File: config.mk
export PLATFORM = sky130hd
export DESIGN_NAME = bsdc_top
export DESIGN_NICKNAME = d
export VERILOG_FILES = /design/src/verilog/bsdc_top.v /design/src/verilog/bsdc_sense_chan.v
export VERILOG_INCLUDE_DIRS = /design/src /design/src/verilog
export SDC_FILE = /design/constraint.sdc
export NUM_CORES = 1
export LEC_CHECK = 0
export BUFFER_PORTS_ARGS = -buffer_cell sky130_fd_sc_hd__buf_2
export CAP_MARGIN = 25
export CORE_MARGIN = 5
export CORE_UTILIZATION = 50
export DETAILED_ROUTE_END_ITERATION = 10
export GPL_TIMING_DRIVEN = 0
export PLACE_DENSITY = 0.82
export SETUP_SLACK_MARGIN = 0.1
export SYNTH_ARGS = -nofsm -noshare
export SYNTH_HDL_FRONTEND = slang
export SYNTH_SLANG_ARGS = --single-unit
File: constraint.sdc
create_clock -name clk_sys_in -period 1.65 [get_ports clk_sys_in]
set_input_delay 0.2475 -clock clk_sys_in [delete_from_list [all_inputs] [get_ports clk_sys_in]]
set_output_delay 0.2475 -clock clk_sys_in [all_outputs]
set_load 0.02 [all_outputs]
File: src/verilog/bsdc_regs.vh
// Purpose: constants of the battery-short diagnostic control block
// Assumes: 8-bit sub map registers reached through the device's serial register port
// Notes: offsets are sub map addresses; bits not listed read as zero
`ifndef BSDC_REGS_VH
`define BSDC_REGS_VH

// ****************************************
// register offsets
// ****************************************
`define BSDC_FIRST_CTRL_ADDR 8'h5D
`define BSDC_SECOND_CTRL_ADDR 8'h5E
`define BSDC_STATUS_ADDR 8'h5F

// ****************************************
// field positions
// ****************************************
`define BSDC_PWR_OFF_BIT 6
`define BSDC_LEVEL_MSB 4
`define BSDC_LEVEL_LSB 2
`define BSDC_STAT_FIRST_BIT 0
`define BSDC_STAT_SECOND_BIT 1

// ****************************************
// reset values
// ****************************************
`define BSDC_PWR_OFF_RST 1'b1
`define BSDC_LEVEL_RST 3'h3
`define BSDC_RDATA_RST 8'h00

`endif

File: src/verilog/bsdc_top.v
// Purpose: battery-short diagnostic control and event logic for two sense inputs
// Assumes: serial port core presents decoded sub map accesses as strobes
// Notes: status bits are write-1-to-clear; an active event keeps its bit set
`timescale 1ns/1ps
`include "bsdc_regs.vh"
module bsdc_top (
   // clock and reset
   input wire clk_sys_in,
   input wire reset_n_in,
   // register port
   input wire [7:0] reg_addr_in,
   input wire [7:0] reg_wdata_in,
   input wire reg_write_in,
   input wire reg_read_in,
   output wire [7:0] reg_rdata_out,
   // comparators
   input wire first_sense_input_in,
   input wire second_sense_input_in,
   output wire first_slicer_power_off_out,
   output wire second_slicer_power_off_out,
   output wire [2:0] first_threshold_code_out,
   output wire [2:0] second_threshold_code_out,
   // interrupt
   output wire interrupt_request_out
);
   reg [1:0] power_off_q;
   reg [2:0] level0_q;
   reg [2:0] level1_q;
   reg [7:0] rdata_q;
   reg [7:0] rdata_d;
   wire [1:0] comp_in;
   wire [1:0] flag;
   wire [1:0] clear;
   wire wr_first;
   wire wr_second;
   wire wr_status;

   function hit;
      input [7:0] addr;
      input [7:0] target;
      begin
         hit = (addr == target);
      end
   endfunction

   // ****************************************
   // control registers
   // ****************************************
   assign wr_first = reg_write_in & hit(reg_addr_in, `BSDC_FIRST_CTRL_ADDR);
   assign wr_second = reg_write_in & hit(reg_addr_in, `BSDC_SECOND_CTRL_ADDR);
   assign wr_status = reg_write_in & hit(reg_addr_in, `BSDC_STATUS_ADDR);

   always @(posedge clk_sys_in or negedge reset_n_in) begin
      if (!reset_n_in) begin
         power_off_q <= {2{`BSDC_PWR_OFF_RST}};
         level0_q <= `BSDC_LEVEL_RST;
         level1_q <= `BSDC_LEVEL_RST;
      end else begin
         if (wr_first) begin
            power_off_q[0] <= reg_wdata_in[`BSDC_PWR_OFF_BIT];
            level0_q <= reg_wdata_in[`BSDC_LEVEL_MSB:`BSDC_LEVEL_LSB];
         end
         if (wr_second) begin
            power_off_q[1] <= reg_wdata_in[`BSDC_PWR_OFF_BIT];
            level1_q <= reg_wdata_in[`BSDC_LEVEL_MSB:`BSDC_LEVEL_LSB];
         end
      end
   end

   // the slicer only honours its code while powered up, so both go out as stored
   assign first_slicer_power_off_out = power_off_q[0];
   assign second_slicer_power_off_out = power_off_q[1];
   assign first_threshold_code_out = level0_q;
   assign second_threshold_code_out = level1_q;

   // ****************************************
   // sense channels
   // ****************************************
   assign comp_in = {second_sense_input_in, first_sense_input_in};
   assign clear[0] = wr_status & reg_wdata_in[`BSDC_STAT_FIRST_BIT];
   assign clear[1] = wr_status & reg_wdata_in[`BSDC_STAT_SECOND_BIT];

   genvar gi;
   generate
      for (gi = 0; gi < 2; gi = gi + 1) begin : g_chan
         bsdc_sense_chan u_chan (
            .clk_sys_in(clk_sys_in),
            .reset_n_in(reset_n_in),
            .comp_above_in(comp_in[gi]),
            .power_off_in(power_off_q[gi]),
            .clear_in(clear[gi]),
            .flag_out(flag[gi])
         );
      end
   endgenerate

   // level request, held until software clears the cause
   assign interrupt_request_out = flag[0] | flag[1];

   // ****************************************
   // read back
   // ****************************************
   always @* begin
      rdata_d = 8'h00;
      if (hit(reg_addr_in, `BSDC_FIRST_CTRL_ADDR)) begin
         rdata_d[`BSDC_PWR_OFF_BIT] = power_off_q[0];
         rdata_d[`BSDC_LEVEL_MSB:`BSDC_LEVEL_LSB] = level0_q;
      end else if (hit(reg_addr_in, `BSDC_SECOND_CTRL_ADDR)) begin
         rdata_d[`BSDC_PWR_OFF_BIT] = power_off_q[1];
         rdata_d[`BSDC_LEVEL_MSB:`BSDC_LEVEL_LSB] = level1_q;
      end else if (hit(reg_addr_in, `BSDC_STATUS_ADDR)) begin
         rdata_d[`BSDC_STAT_FIRST_BIT] = flag[0];
         rdata_d[`BSDC_STAT_SECOND_BIT] = flag[1];
      end
   end

   always @(posedge clk_sys_in or negedge reset_n_in) begin
      if (!reset_n_in) begin
         rdata_q <= `BSDC_RDATA_RST;
      end else if (reg_read_in) begin
         rdata_q <= rdata_d;
      end
   end

   assign reg_rdata_out = rdata_q;
endmodule // bsdc_top

File: src/verilog/bsdc_sense_chan.v
// Purpose: one sense channel: comparator synchroniser, gating and sticky event flag
// Assumes: comparator output is asynchronous to clk_sys_in
// Notes: flag is set by hardware, cleared by clear_in; set wins
`timescale 1ns/1ps
`include "bsdc_regs.vh"
module bsdc_sense_chan (
   // clock and reset
   input wire clk_sys_in,
   input wire reset_n_in,
   // analog side
   input wire comp_above_in,
   input wire power_off_in,
   // register side
   input wire clear_in,
   output wire flag_out
);
   reg sync1_q;
   reg sync2_q;
   reg off1_q;
   reg off2_q;
   reg flag_q;
   wire event_d;

   // ****************************************
   // synchroniser
   // ****************************************
   always @(posedge clk_sys_in or negedge reset_n_in) begin
      if (!reset_n_in) begin
         sync1_q <= 1'b0;
         sync2_q <= 1'b0;
         off1_q <= `BSDC_PWR_OFF_RST;
         off2_q <= `BSDC_PWR_OFF_RST;
      end else begin
         sync1_q <= comp_above_in;
         sync2_q <= sync1_q;
         off1_q <= power_off_in;
         off2_q <= off1_q;
      end
   end

   // powered-down slicer output is meaningless, so it is masked
   // samples taken before power-up still sit in the synchroniser
   assign event_d = sync2_q & ~(power_off_in | off1_q | off2_q);

   // ****************************************
   // sticky flag
   // ****************************************
   always @(posedge clk_sys_in or negedge reset_n_in) begin
      if (!reset_n_in) begin
         flag_q <= 1'b0;
      end else if (event_d) begin
         flag_q <= 1'b1;
      end else if (clear_in) begin
         flag_q <= 1'b0;
      end
   end

   assign flag_out = flag_q;
endmodule // bsdc_sense_chan

==> results of run 1 <==
==> sequential cells by signal (all words and copies together) (netlist names) <==
register / cells
g_chan.u_chan.sync1_q: 2
second_threshold_code_out: 3
g_chan.u_chan.sync2_q: 2
reg_rdata_out: 6
power_off_q: 2
g_chan.u_chan.flag_out: 2
first_threshold_code_out: 3
g_chan.u_chan.off2_q: 2
g_chan.u_chan.off1_q: 2
==> power by group <==
part / switching, uW / internal (uW)
Combinational: 58.9 / 42.3
Sequential: 12.8 / 617
Clock: 157 / 94.3
Total: 229 / 753
==> stage by stage <==
| stage | std cells | worst slack, ps |
|---|---|---|
| after floorplan | 71 | 357 |
| after global placement | 131 | 136 |
| after detailed placement | 131 | 79.7 |
| after CTS | 136 | 232 |
| after global routing | 136 | 175 |
| final | 136 | 246 |
==> cells in the mapped netlist (all sizes together) <==
master,instances,share of area
nand2,2,0.0075
nand3,1,0.0050
inv,4,0.015
dfrtp,14,0.35
o41ai,2,0.018
nor4,2,0.034
buf,2,0.015
nor2b,7,0.044
and4,1,0.0088
nor2,1,0.0038
or2,1,0.0063
nand4bb,1,0.028
mux2,8,0.090
nand4,2,0.013
o31ai,2,0.015
and2,1,0.0063
clkbuf,1,0.0050
a221o,4,0.040
a31o,2,0.018
and4bb,1,0.013
conb,1,0.0038
dfstp,10,0.26
==> layout make-up <==
cell class,count,share of cell area
plain buffers,3,0.0162
clock buffers,4,0.0212
inverters,4,0.0121
multi-input cells,40,0.287
flip-flops and latches,24,0.495
well taps,27,0.0273
repair buffers,34,0.141
==> final timing paths <==
path                                                 from                       end  cells after the start
worst min register to register   g_chan[0].u_chan.sync1_q  g_chan[0].u_chan.sync2_q                      0
max in group asynchronous                      reset_n_in   g_chan[1].u_chan.off2_q                      2
worst max-delay path            g_chan[0].u_chan.flag_out     interrupt_request_out                      2
min in group asynchronous                      reset_n_in          reg_rdata_out[3]                      2
worst min-delay path                second_sense_input_in  g_chan[1].u_chan.sync1_q                      1
worst max register to register           reg_rdata_out[6]          reg_rdata_out[6]                      2
==> layout by cell type (no fill, tap or decap) <==
master	instances
sky130_fd_sc_hd__inv_1	4
sky130_fd_sc_hd__nand4bb_4	1
sky130_fd_sc_hd__dfrtp_1	14
sky130_fd_sc_hd__mux2_2	8
sky130_fd_sc_hd__dlygate4sd3_1	1
sky130_fd_sc_hd__and4_1	1
sky130_fd_sc_hd__a31o_2	2
sky130_fd_sc_hd__o31ai_1	2
sky130_fd_sc_hd__and2_1	1
sky130_fd_sc_hd__nand4_1	2
sky130_fd_sc_hd__nand3_1	1
sky130_fd_sc_hd__nand2_1	2
sky130_fd_sc_hd__clkbuf_1	1
sky130_fd_sc_hd__nor2b_1	7
sky130_fd_sc_hd__o41ai_1	2
sky130_fd_sc_hd__clkbuf_2	1
sky130_fd_sc_hd__nor4_4	1
sky130_fd_sc_hd__dfstp_2	10
sky130_fd_sc_hd__nor4_2	1
sky130_fd_sc_hd__buf_4	2
sky130_fd_sc_hd__buf_2	33
sky130_fd_sc_hd__or2_2	1
sky130_fd_sc_hd__clkbuf_4	3
sky130_fd_sc_hd__a221o_1	4
sky130_fd_sc_hd__nor2_1	1
sky130_fd_sc_hd__conb_1	2
sky130_fd_sc_hd__and4bb_2	1
==> cell families after synthesis <==
family,Yosys count
multiplexers,8
buffers and inverters,7
other,1
AO/OA/AOI/OAI,10
AND/OR/NAND/NOR,20
flip-flops,24
==> worst reg2reg max path, cell delays in order, from the launching register on <==
cell                      delay [ps]
sky130_fd_sc_hd__dfrtp_1         410
sky130_fd_sc_hd__nor2b_1         130
sky130_fd_sc_hd__a221o_1         260
==> metal layers <==
| layer | global-route usage | up-vias | routed length [um] |
|---|---|---|---|
| li1 | - | 332 | - |
| met3 | 0.0354 | 4 | 191 |
| met4 | 0.0664 | 0 | 38 |
| met5 | 0 | - | 0 |
| met1 | 0.178 | 346 | 809 |
| met2 | 0.266 | 38 | 978 |
==> run summary, run 1 <==
Outcome
• **run status** completed

Route
• **number of vias per cell after detailed routing** 5.29
• **total wire length** 2020 um
• **per-cell routed wire length** 14.8 um
• **post-route DRC violation count** 0
• **Routed Antenna Nets** 0
• **number of search-and-repair iterations in the first detailed-routing pass** 4
• **number of DRC violations after detailed-routing iteration 0** 10
• **vias after detailed routing** 720

Power
• **static leakage** 0.000604 uW
• **ratio of total power to cell area** 793 nW/um2
• **PnR Total Power** 982 uW
• **Max rail drop VDD** 0.656 mV

Worst setup path
• **arrival time of the worst setup path** 1160 ps
• **required time of the worst setup path** 1400 ps
• **cell class contributing the biggest share of worst-path delay** flip-flops
• **Critical Setup Path Class** flop to primary output
• **largest incremental delay on the critical path** 410 ps
• **launching element type of the critical path** flop
• **worst-case register-to-register setup slack** 740 ps
• **biggest fanout along the worst timing path** 3
• **worst path bufs/invs** 1
• **cell type of the slowest stage on the worst timing path** sky130_fd_sc_hd__dfrtp_1
• **chain of cells forming the critical path** or2_2, buf_2
• **critical path endpoint category** primary output

Clocking
• **number of buffers inserted by post-CTS setup repair** 0
• **number of clock buffers inserted by TritonCTS** 3
• **clock tree sinks** 24
• **Clk pin slew, worst setup/hold paths** 120 ps
• **buffers from clock root to sink, at most** 2
• **total of hold buffers inserted after clock tree synthesis** 1
• **clock tree from TritonCTS** yes
• **H-tree levels** 1
• **Root Buffer** sky130_fd_sc_hd__clkbuf_4
• **PostCTS Resize Cnt** 0
• **source-to-sink clock delay at the later pin of the worst-skew pair** 300 ps

STA
• **final number of hold-violating endpoints** 0
• **post-layout min period** 1400 ps
• **peak clock frequency supported by timing** 712 MHz
• **clock skew** 0.432 ps
• **final total negative setup slack** 0 ps
• **post-route clock period utilization** 0.851
• **Final Setup Violations** 0
• **setup repair after global routing missed its margin** false
• **max-slew violations** 0
• **Worst Hold Margin** 41.8 ps

Placement
• **Final Wtd Congestion** 0.729
• **IO Port Bufs** 33
• **detailed placer's ending HPWL** 1630 um
• **area post-placement** 1200 um2

Yosys
• **fraction of synthesized area in multiplexers** 0.0901
• **post-synthesis sequential area ratio** 0.613
• **synthesized-area fraction occupied by ao, oa, aoi and oai cells** 0.0901
• **Avg Inst Size Synth** 14.3 um2
• **count of state elements after synthesis** 24
• **cells after synthesis** 70
• **post-synth cell types** 23
• **main combinational cell family by area after synthesis** simple AND/OR/NAND/NOR gates
• **area fraction in and, or, nand and nor cells after synthesis** 0.168
• **arithmetic-cell share of the synthesized area counting full adders, half adders and majority gates** 0
• **xor and xnor fraction of the mapped netlist area** 0
• **Post-Synthesis Cell Area** 1000 um2
• **count of yosys warnings during synthesis** 0

Cells and area
• **final core utilization** 0.638
• **number of fill cells** 157
• **register area** 613 um2
• **number of antenna cells inserted** 0
• **combined area of the multi-input logic cells** 355 um2
• **area added between synthesis and finish** 23.9%
• **fin nets** 132
• **share of final-layout standard cells stronger than drive strength 1** 0.587
• **post-layout instance area** 1240 um2

Die
• **chip height** 54.7 um
• **die area** 2990 um2
• **Die Span X** 54.7 um
• **core area** 1940 um2
• **initial standard-cell utilization of the core** 0.515
• **number of top-level pins** 39
• **total number of placement rows** 16

Worst hold path
• **class of the tightest hold or removal check** primary input to flop

Job
• **number of max-cap violations** 0

Global routing
• **largest net degree at the start of global routing** 25
• **first-pass GRT wire length** 3170 um
• **antenna violations before repair** 0
• **vias in the first global route** 730
• **Overflow after GRT** 0
• **total track usage** 0.153

Note: power is estimated with default switching activity, not from simulation.
==> run 2, diff against run 1 <==
- CORE_UTILIZATION: 50 -> 46
- PLACE_DENSITY: 0.82 -> 0.76
- clock period: 1.65 -> 1.55 ns (I/O delays scaled with it)
==> run 2 against run 1 <==
Die area rose by 7.1%. Final cell count did not move. Non-clock buffer count did not move. Clock power rose by 72%. Sequential power rose by 6.2%. Global-route usage fell by 2.6 points. First-iteration DRC count rose by 110%. Largest cell class unchanged. Largest power group unchanged.
==> run summary, run 2 (synthesis gave the netlist of run 1 again) <==
Global routing
• **met2 capacity usage during global routing** 0.206
• **met1 Use GR** 0.155
• **first-pass GRT wire length** 3230 um
• **total track usage** 0.127
• **vias in the first global route** 713
• **GR Layer Usage met3** 0.0367
• **antenna violations before repair** 0
• **Overflow after GRT** 0
• **largest net degree at the start of global routing** 25
• **GRT Max-Usage Layer** met2

STA
• **final total negative setup slack** 0 ps
• **post-layout min period** 1390 ps
• **setup repair after global routing missed its margin** false
• **worst slew slack as a fraction of its limit** 0.667
• **peak clock frequency supported by timing** 721 MHz
• **post-route clock period utilization** 0.895
• **Worst Tran Pin Value** 500 ps
• **max-slew violations** 0
• **Final Setup Violations** 0
• **final number of hold-violating endpoints** 0
• **clock skew** 1.74 ps
• **min setup slack post-route** 163 ps

Outcome
• **run status** completed

Clocking
• **clock tree from TritonCTS** yes
• **Clk pin slew, worst setup/hold paths** 120 ps
• **buffers from clock root to sink, at most** 2
• **Root Buffer** sky130_fd_sc_hd__clkbuf_4
• **H-tree levels** 1
• **source-to-sink clock delay at the later pin of the worst-skew pair** 300 ps
• **clock tree sinks** 24
• **number of buffers inserted by post-CTS setup repair** 0
• **number of clock buffers inserted by TritonCTS** 3

Worst setup path
• **Reg-to-Reg Start** reg_rdata_out[4]
• **launching element type of the critical path** flop
• **Critical Setup Path Class** flop to primary output
• **start point of the critical path** g_chan[0].u_chan.flag_out
• **arrival time of the worst setup path** 1150 ps
• **capturing instance or port of the critical path** interrupt_request_out
• **critical path endpoint category** primary output
• **biggest fanout along the worst timing path** 3
• **required time of the worst setup path** 1320 ps
• **worst-case register-to-register setup slack** 650 ps
• **worst r2r dst** reg_rdata_out[4]
• **number of cells on the worst reg-to-reg path** 2

Cells and area
• **post-layout instance area** 1260 um2
• **fin nets** 132
• **commonest non-fill, non-tap cell in the layout** sky130_fd_sc_hd__buf_2
• **number of fill cells** 170
• **area added between synthesis and finish** 26.5%
• **number of antenna cells inserted** 0
• **number of flip-flops under the largest register name** 6
• **top library cells by usage in the layout, fill and taps aside** sky130_fd_sc_hd__buf_2 (33), sky130_fd_sc_hd__dfrtp_1 (14), sky130_fd_sc_hd__dfstp_2 (10)
• **share of final-layout standard cells stronger than drive strength 1** 0.596

Worst hold path
• **class of the tightest hold or removal check** primary input to flop

Power
• **switching component of the power** 244 uW
• **Sw Share** 0.202
• **clock power share** 0.357
• **ratio of total power to cell area** 954 nW/um2
• **static leakage** 0.000616 uW
• **Gate power share** 0.088
• **part of the power in registers** 0.554
• **Max rail drop VDD** 0.655 mV
• **P_int** 962 uW

Route
• **post-route DRC violation count** 0
• **total wire length** 1890 um
• **number of search-and-repair iterations in the first detailed-routing pass** 4
• **Routed Antenna Nets** 0
• **number of DRC violations after detailed-routing iteration 0** 21
• **per-cell routed wire length** 13.9 um
• **vias after detailed routing** 699
• **number of vias per cell after detailed routing** 5.14

Job
• **number of max-cap violations** 0

Die
• **core area** 2020 um2
• **number of top-level pins** 39
• **total number of placement rows** 16
• **chip height** 56.6 um
• **die area** 3210 um2
• **Die Span X** 56.6 um
• **initial standard-cell utilization of the core** 0.494

Placement
• **Final Wtd Congestion** 0.788
• **IO Port Bufs** 33
• **post-place setup slack** 58.4 ps
• **detailed placer's ending HPWL** 1450 um
• **area post-placement** 1200 um2

-- run 2: final cells by class --
type | count | area, um2 | share of cell area
clock buffer | 3 | 22.5 | 0.0178
tap | 27 | 33.8 | 0.0267
timing repair buffer | 34 | 175 | 0.138
inverter | 4 | 15.0 | 0.0119
clock inverter | 1 | 30.0 | 0.0237
multi-input combinational | 40 | 355 | 0.281
sequential | 24 | 613 | 0.485
buffer | 3 | 20.0 | 0.0158
-- run 2: worst min-delay path by stage --
stage	start	end	slack, ps	cells after the start
2_1_floorplan	reset_n_in	first_threshold_code_out[2]	-60	0
3_3_place_gp	reset_n_in	g_chan[0].u_chan.sync1_q	220	1
3_5_place_dp	reset_n_in	g_chan[1].u_chan.sync1_q	230	1
4_1_cts	second_sense_input_in	g_chan[1].u_chan.sync1_q	10	1
5_1_grt	second_sense_input_in	g_chan[1].u_chan.sync1_q	10	1
6_report	second_sense_input_in	g_chan[1].u_chan.sync1_q	30	1
-- run 2: through the flow --
step	total power, uW	hold WS (ps)	instances	util
after floorplan	727	-63.1	71	-
after global placement	782	223	131	0.595
after detailed placement	786	229	131	0.595
after CTS	1220	14.7	136	0.626
after global routing	1250	9.69	136	0.626
final	1210	29.4	136	0.626
-- run 2: power by group through the flow --
stage / clock [uW] / combinational (uW) / sequential [uW]
finish: 431 / 107 / 669
global route: 458 / 118 / 672
global placement: 0 / 103 / 678
CTS: 445 / 108 / 669
floorplan: 0 / 36.1 / 691
detailed placement: 0 / 106 / 680
-- run 2: what timing repair did --
action,CTS,global route
endpoints found under the hold margin,14,0
gates resized for setup,0,0
hold buffers,1,0
setup endpoints to repair,0,0
-- run 2: worst max-delay path, cell delays in order (launching register included) --
cell                      delay, ps
sky130_fd_sc_hd__dfrtp_1        410
sky130_fd_sc_hd__or2_2          290
sky130_fd_sc_hd__buf_2          160
-- run 2: layer usage --
layer  part of all wire  up-vias
met5                  0        -
met4              0.015        0
met3               0.11        2
met2               0.47       35
met1               0.40      331
li1                   -      331
==> run 3, diff against run 2 <==
- CORE_MARGIN: 5 -> 2
==> run 3 against run 2 <==
Maximum frequency is 1.8% lower. Core utilization increased by 0.69 points. First-iteration DRC count decreased by 62%. Largest power group unchanged.
==> run summary, run 3 (synthesis gave the netlist of run 1 again) <==
STA
• **Final Setup Violations** 0
• **max-slew violations** 0
• **clock skew** 1.42 ps
• **post-route clock period utilization** 0.911
• **Worst Tran Pin Value** 514 ps
• **peak clock frequency supported by timing** 708 MHz
• **worst slew slack as a fraction of its limit** 0.657
• **setup repair after global routing missed its margin** false
• **final total negative setup slack** 0 ps
• **final number of hold-violating endpoints** 0
• **post-layout min period** 1410 ps
• **Worst Hold Margin** 15.8 ps

Cells and area
• **register area** 613 um2
• **area added between synthesis and finish** 26.7%
• **post-layout instance area** 1270 um2
• **final core utilization** 0.633
• **fin nets** 134
• **number of antenna cells inserted** 0
• **number of fill cells** 174
• **top library cells by usage in the layout, fill and taps aside** sky130_fd_sc_hd__buf_2 (33), sky130_fd_sc_hd__dfrtp_1 (14), sky130_fd_sc_hd__dfstp_2 (10)
• **share of final-layout standard cells stronger than drive strength 1** 0.595
• **number of flip-flops under the largest register name** 6
• **commonest non-fill, non-tap cell in the layout** sky130_fd_sc_hd__buf_2
• **combined area of the multi-input logic cells** 355 um2

Outcome
• **run status** completed

Clocking
• **source-to-sink clock delay at the later pin of the worst-skew pair** 310 ps
• **clock tree from TritonCTS** yes
• **Root Buffer** sky130_fd_sc_hd__clkbuf_4
• **buffers from clock root to sink, at most** 2
• **clock tree sinks** 24
• **Clk pin slew, worst setup/hold paths** 130 ps
• **number of clock buffers inserted by TritonCTS** 3
• **PostCTS Resize Cnt** 0
• **H-tree levels** 1

Worst setup path
• **launching element type of the critical path** flop
• **biggest fanout along the worst timing path** 3
• **chain of cells forming the critical path** or2_2, buf_2
• **critical path endpoint category** primary output
• **required time of the worst setup path** 1320 ps
• **arrival time of the worst setup path** 1180 ps
• **largest incremental delay on the critical path** 420 ps
• **cell type of the slowest stage on the worst timing path** sky130_fd_sc_hd__dfrtp_1
• **Critical Setup Path Class** flop to primary output

Power
• **switching component of the power** 257 uW
• **static leakage** 0.000618 uW
• **ratio of total power to cell area** 871 nW/um2
• **Gate power share** 0.098
• **Max rail drop VDD** 0.596 mV
• **PnR Total Power** 1100 uW
• **part of the power in registers** 0.606
• **Sw Share** 0.233
• **clock power share** 0.295
• **P_int** 847 uW

Placement
• **detailed placer's ending HPWL** 1350 um
• **IO Port Bufs** 33
• **area post-placement** 1200 um2
• **Final Wtd Congestion** 0.737

Route
• **number of search-and-repair iterations in the first detailed-routing pass** 4
• **number of vias per cell after detailed routing** 5.13
• **post-route DRC violation count** 0
• **number of DRC violations after detailed-routing iteration 0** 8
• **Routed Antenna Nets** 0
• **per-cell routed wire length** 13.3 um
• **total wire length** 1840 um
• **vias after detailed routing** 708

Global routing
• **total track usage** 0.159
• **Overflow after GRT** 0
• **antenna violations before repair** 0
• **largest net degree at the start of global routing** 25
• **first-pass GRT wire length** 3020 um
• **vias in the first global route** 677

Die
• **total number of placement rows** 16
• **die area** 2560 um2
• **initial standard-cell utilization of the core** 0.499
• **core area** 2000 um2
• **number of top-level pins** 39
• **Die Span X** 50.6 um
• **chip height** 50.6 um

Worst hold path
• **class of the tightest hold or removal check** primary input to flop

Job
• **number of max-cap violations** 0

## run 3: cell types whose count changed in the layout (fill, tap and decap cells not counted)
| cell | delta |
|---|---|
| sky130_fd_sc_hd__clkbuf_8 | +1 |
| sky130_fd_sc_hd__bufinv_16 | -1 |
| sky130_fd_sc_hd__dlygate4sd3_1 | +1 |
| sky130_fd_sc_hd__buf_4 | +1 |
## run 3: worst max-delay path, delay by kind of cell, from the launching register on
| family | cells | cell delay [ps] |
|---|---|---|
| and+or+nand+nor | 1 | 290 |
| buffers and inverters | 1 | 160 |
| DFF | 1 | 420 |
## run 3: routing by layer
layer,up-vias,wire length (um),track usage
li1,334,-,-
met1,344,798,0.211
met2,26,891,0.252
met3,4,120,0.0238
met4,0,29,0.0811
met5,-,0,0
## run 3: power groups by stage
| stage | clock network, uW | logic (uW) | registers, uW |
|---|---|---|---|
| floorplan | 0 | 36.1 | 691 |
| global placement | 0 | 103 | 679 |
| detailed placement | 0 | 106 | 680 |
| CTS | 332 | 108 | 669 |
| global route | 356 | 119 | 672 |
| finish | 326 | 109 | 669 |
## run 3: stage by stage
step,std cells,setup slack [ps]
floorplan,71,272
global placement,131,51.3
detailed placement,131,40.2
CTS,136,124
global route,138,109
finish,138,137
## run 3: what timing repair did
| item | in CTS | in global routing |
|---|---|---|
| endpoints found under the setup margin | 0 | 1 |
| endpoints found under the hold margin | 14 | 1 |
| hold buffers | 1 | 1 |
| buffers inserted | 0 | 1 |
## run 3: cell type report
cell class | instances | area share
multi-input cells | 40 | 0.281
plain buffers | 3 | 0.0158
inverters | 4 | 0.0119
well taps | 27 | 0.0267
repair buffers | 36 | 0.152
clock buffers | 4 | 0.0287
flip-flops and latches | 24 | 0.484
## run 3: path summary, 6_finish.rpt
check	startpoint	to	slack, ps	cells past startpoint
max in group asynchronous	reset_n_in	power_off_q[1]	770	2
setup / recovery	g_chan[1].u_chan.flag_out	interrupt_request_out	140	2
setup reg to reg	reg_rdata_out[6]	reg_rdata_out[6]	640	2
min in group asynchronous	reset_n_in	g_chan[0].u_chan.sync1_q	420	2
hold / removal	first_sense_input_in	g_chan[0].u_chan.sync1_q	20	1
hold reg to reg	g_chan[0].u_chan.sync1_q	g_chan[0].u_chan.sync2_q	360	0
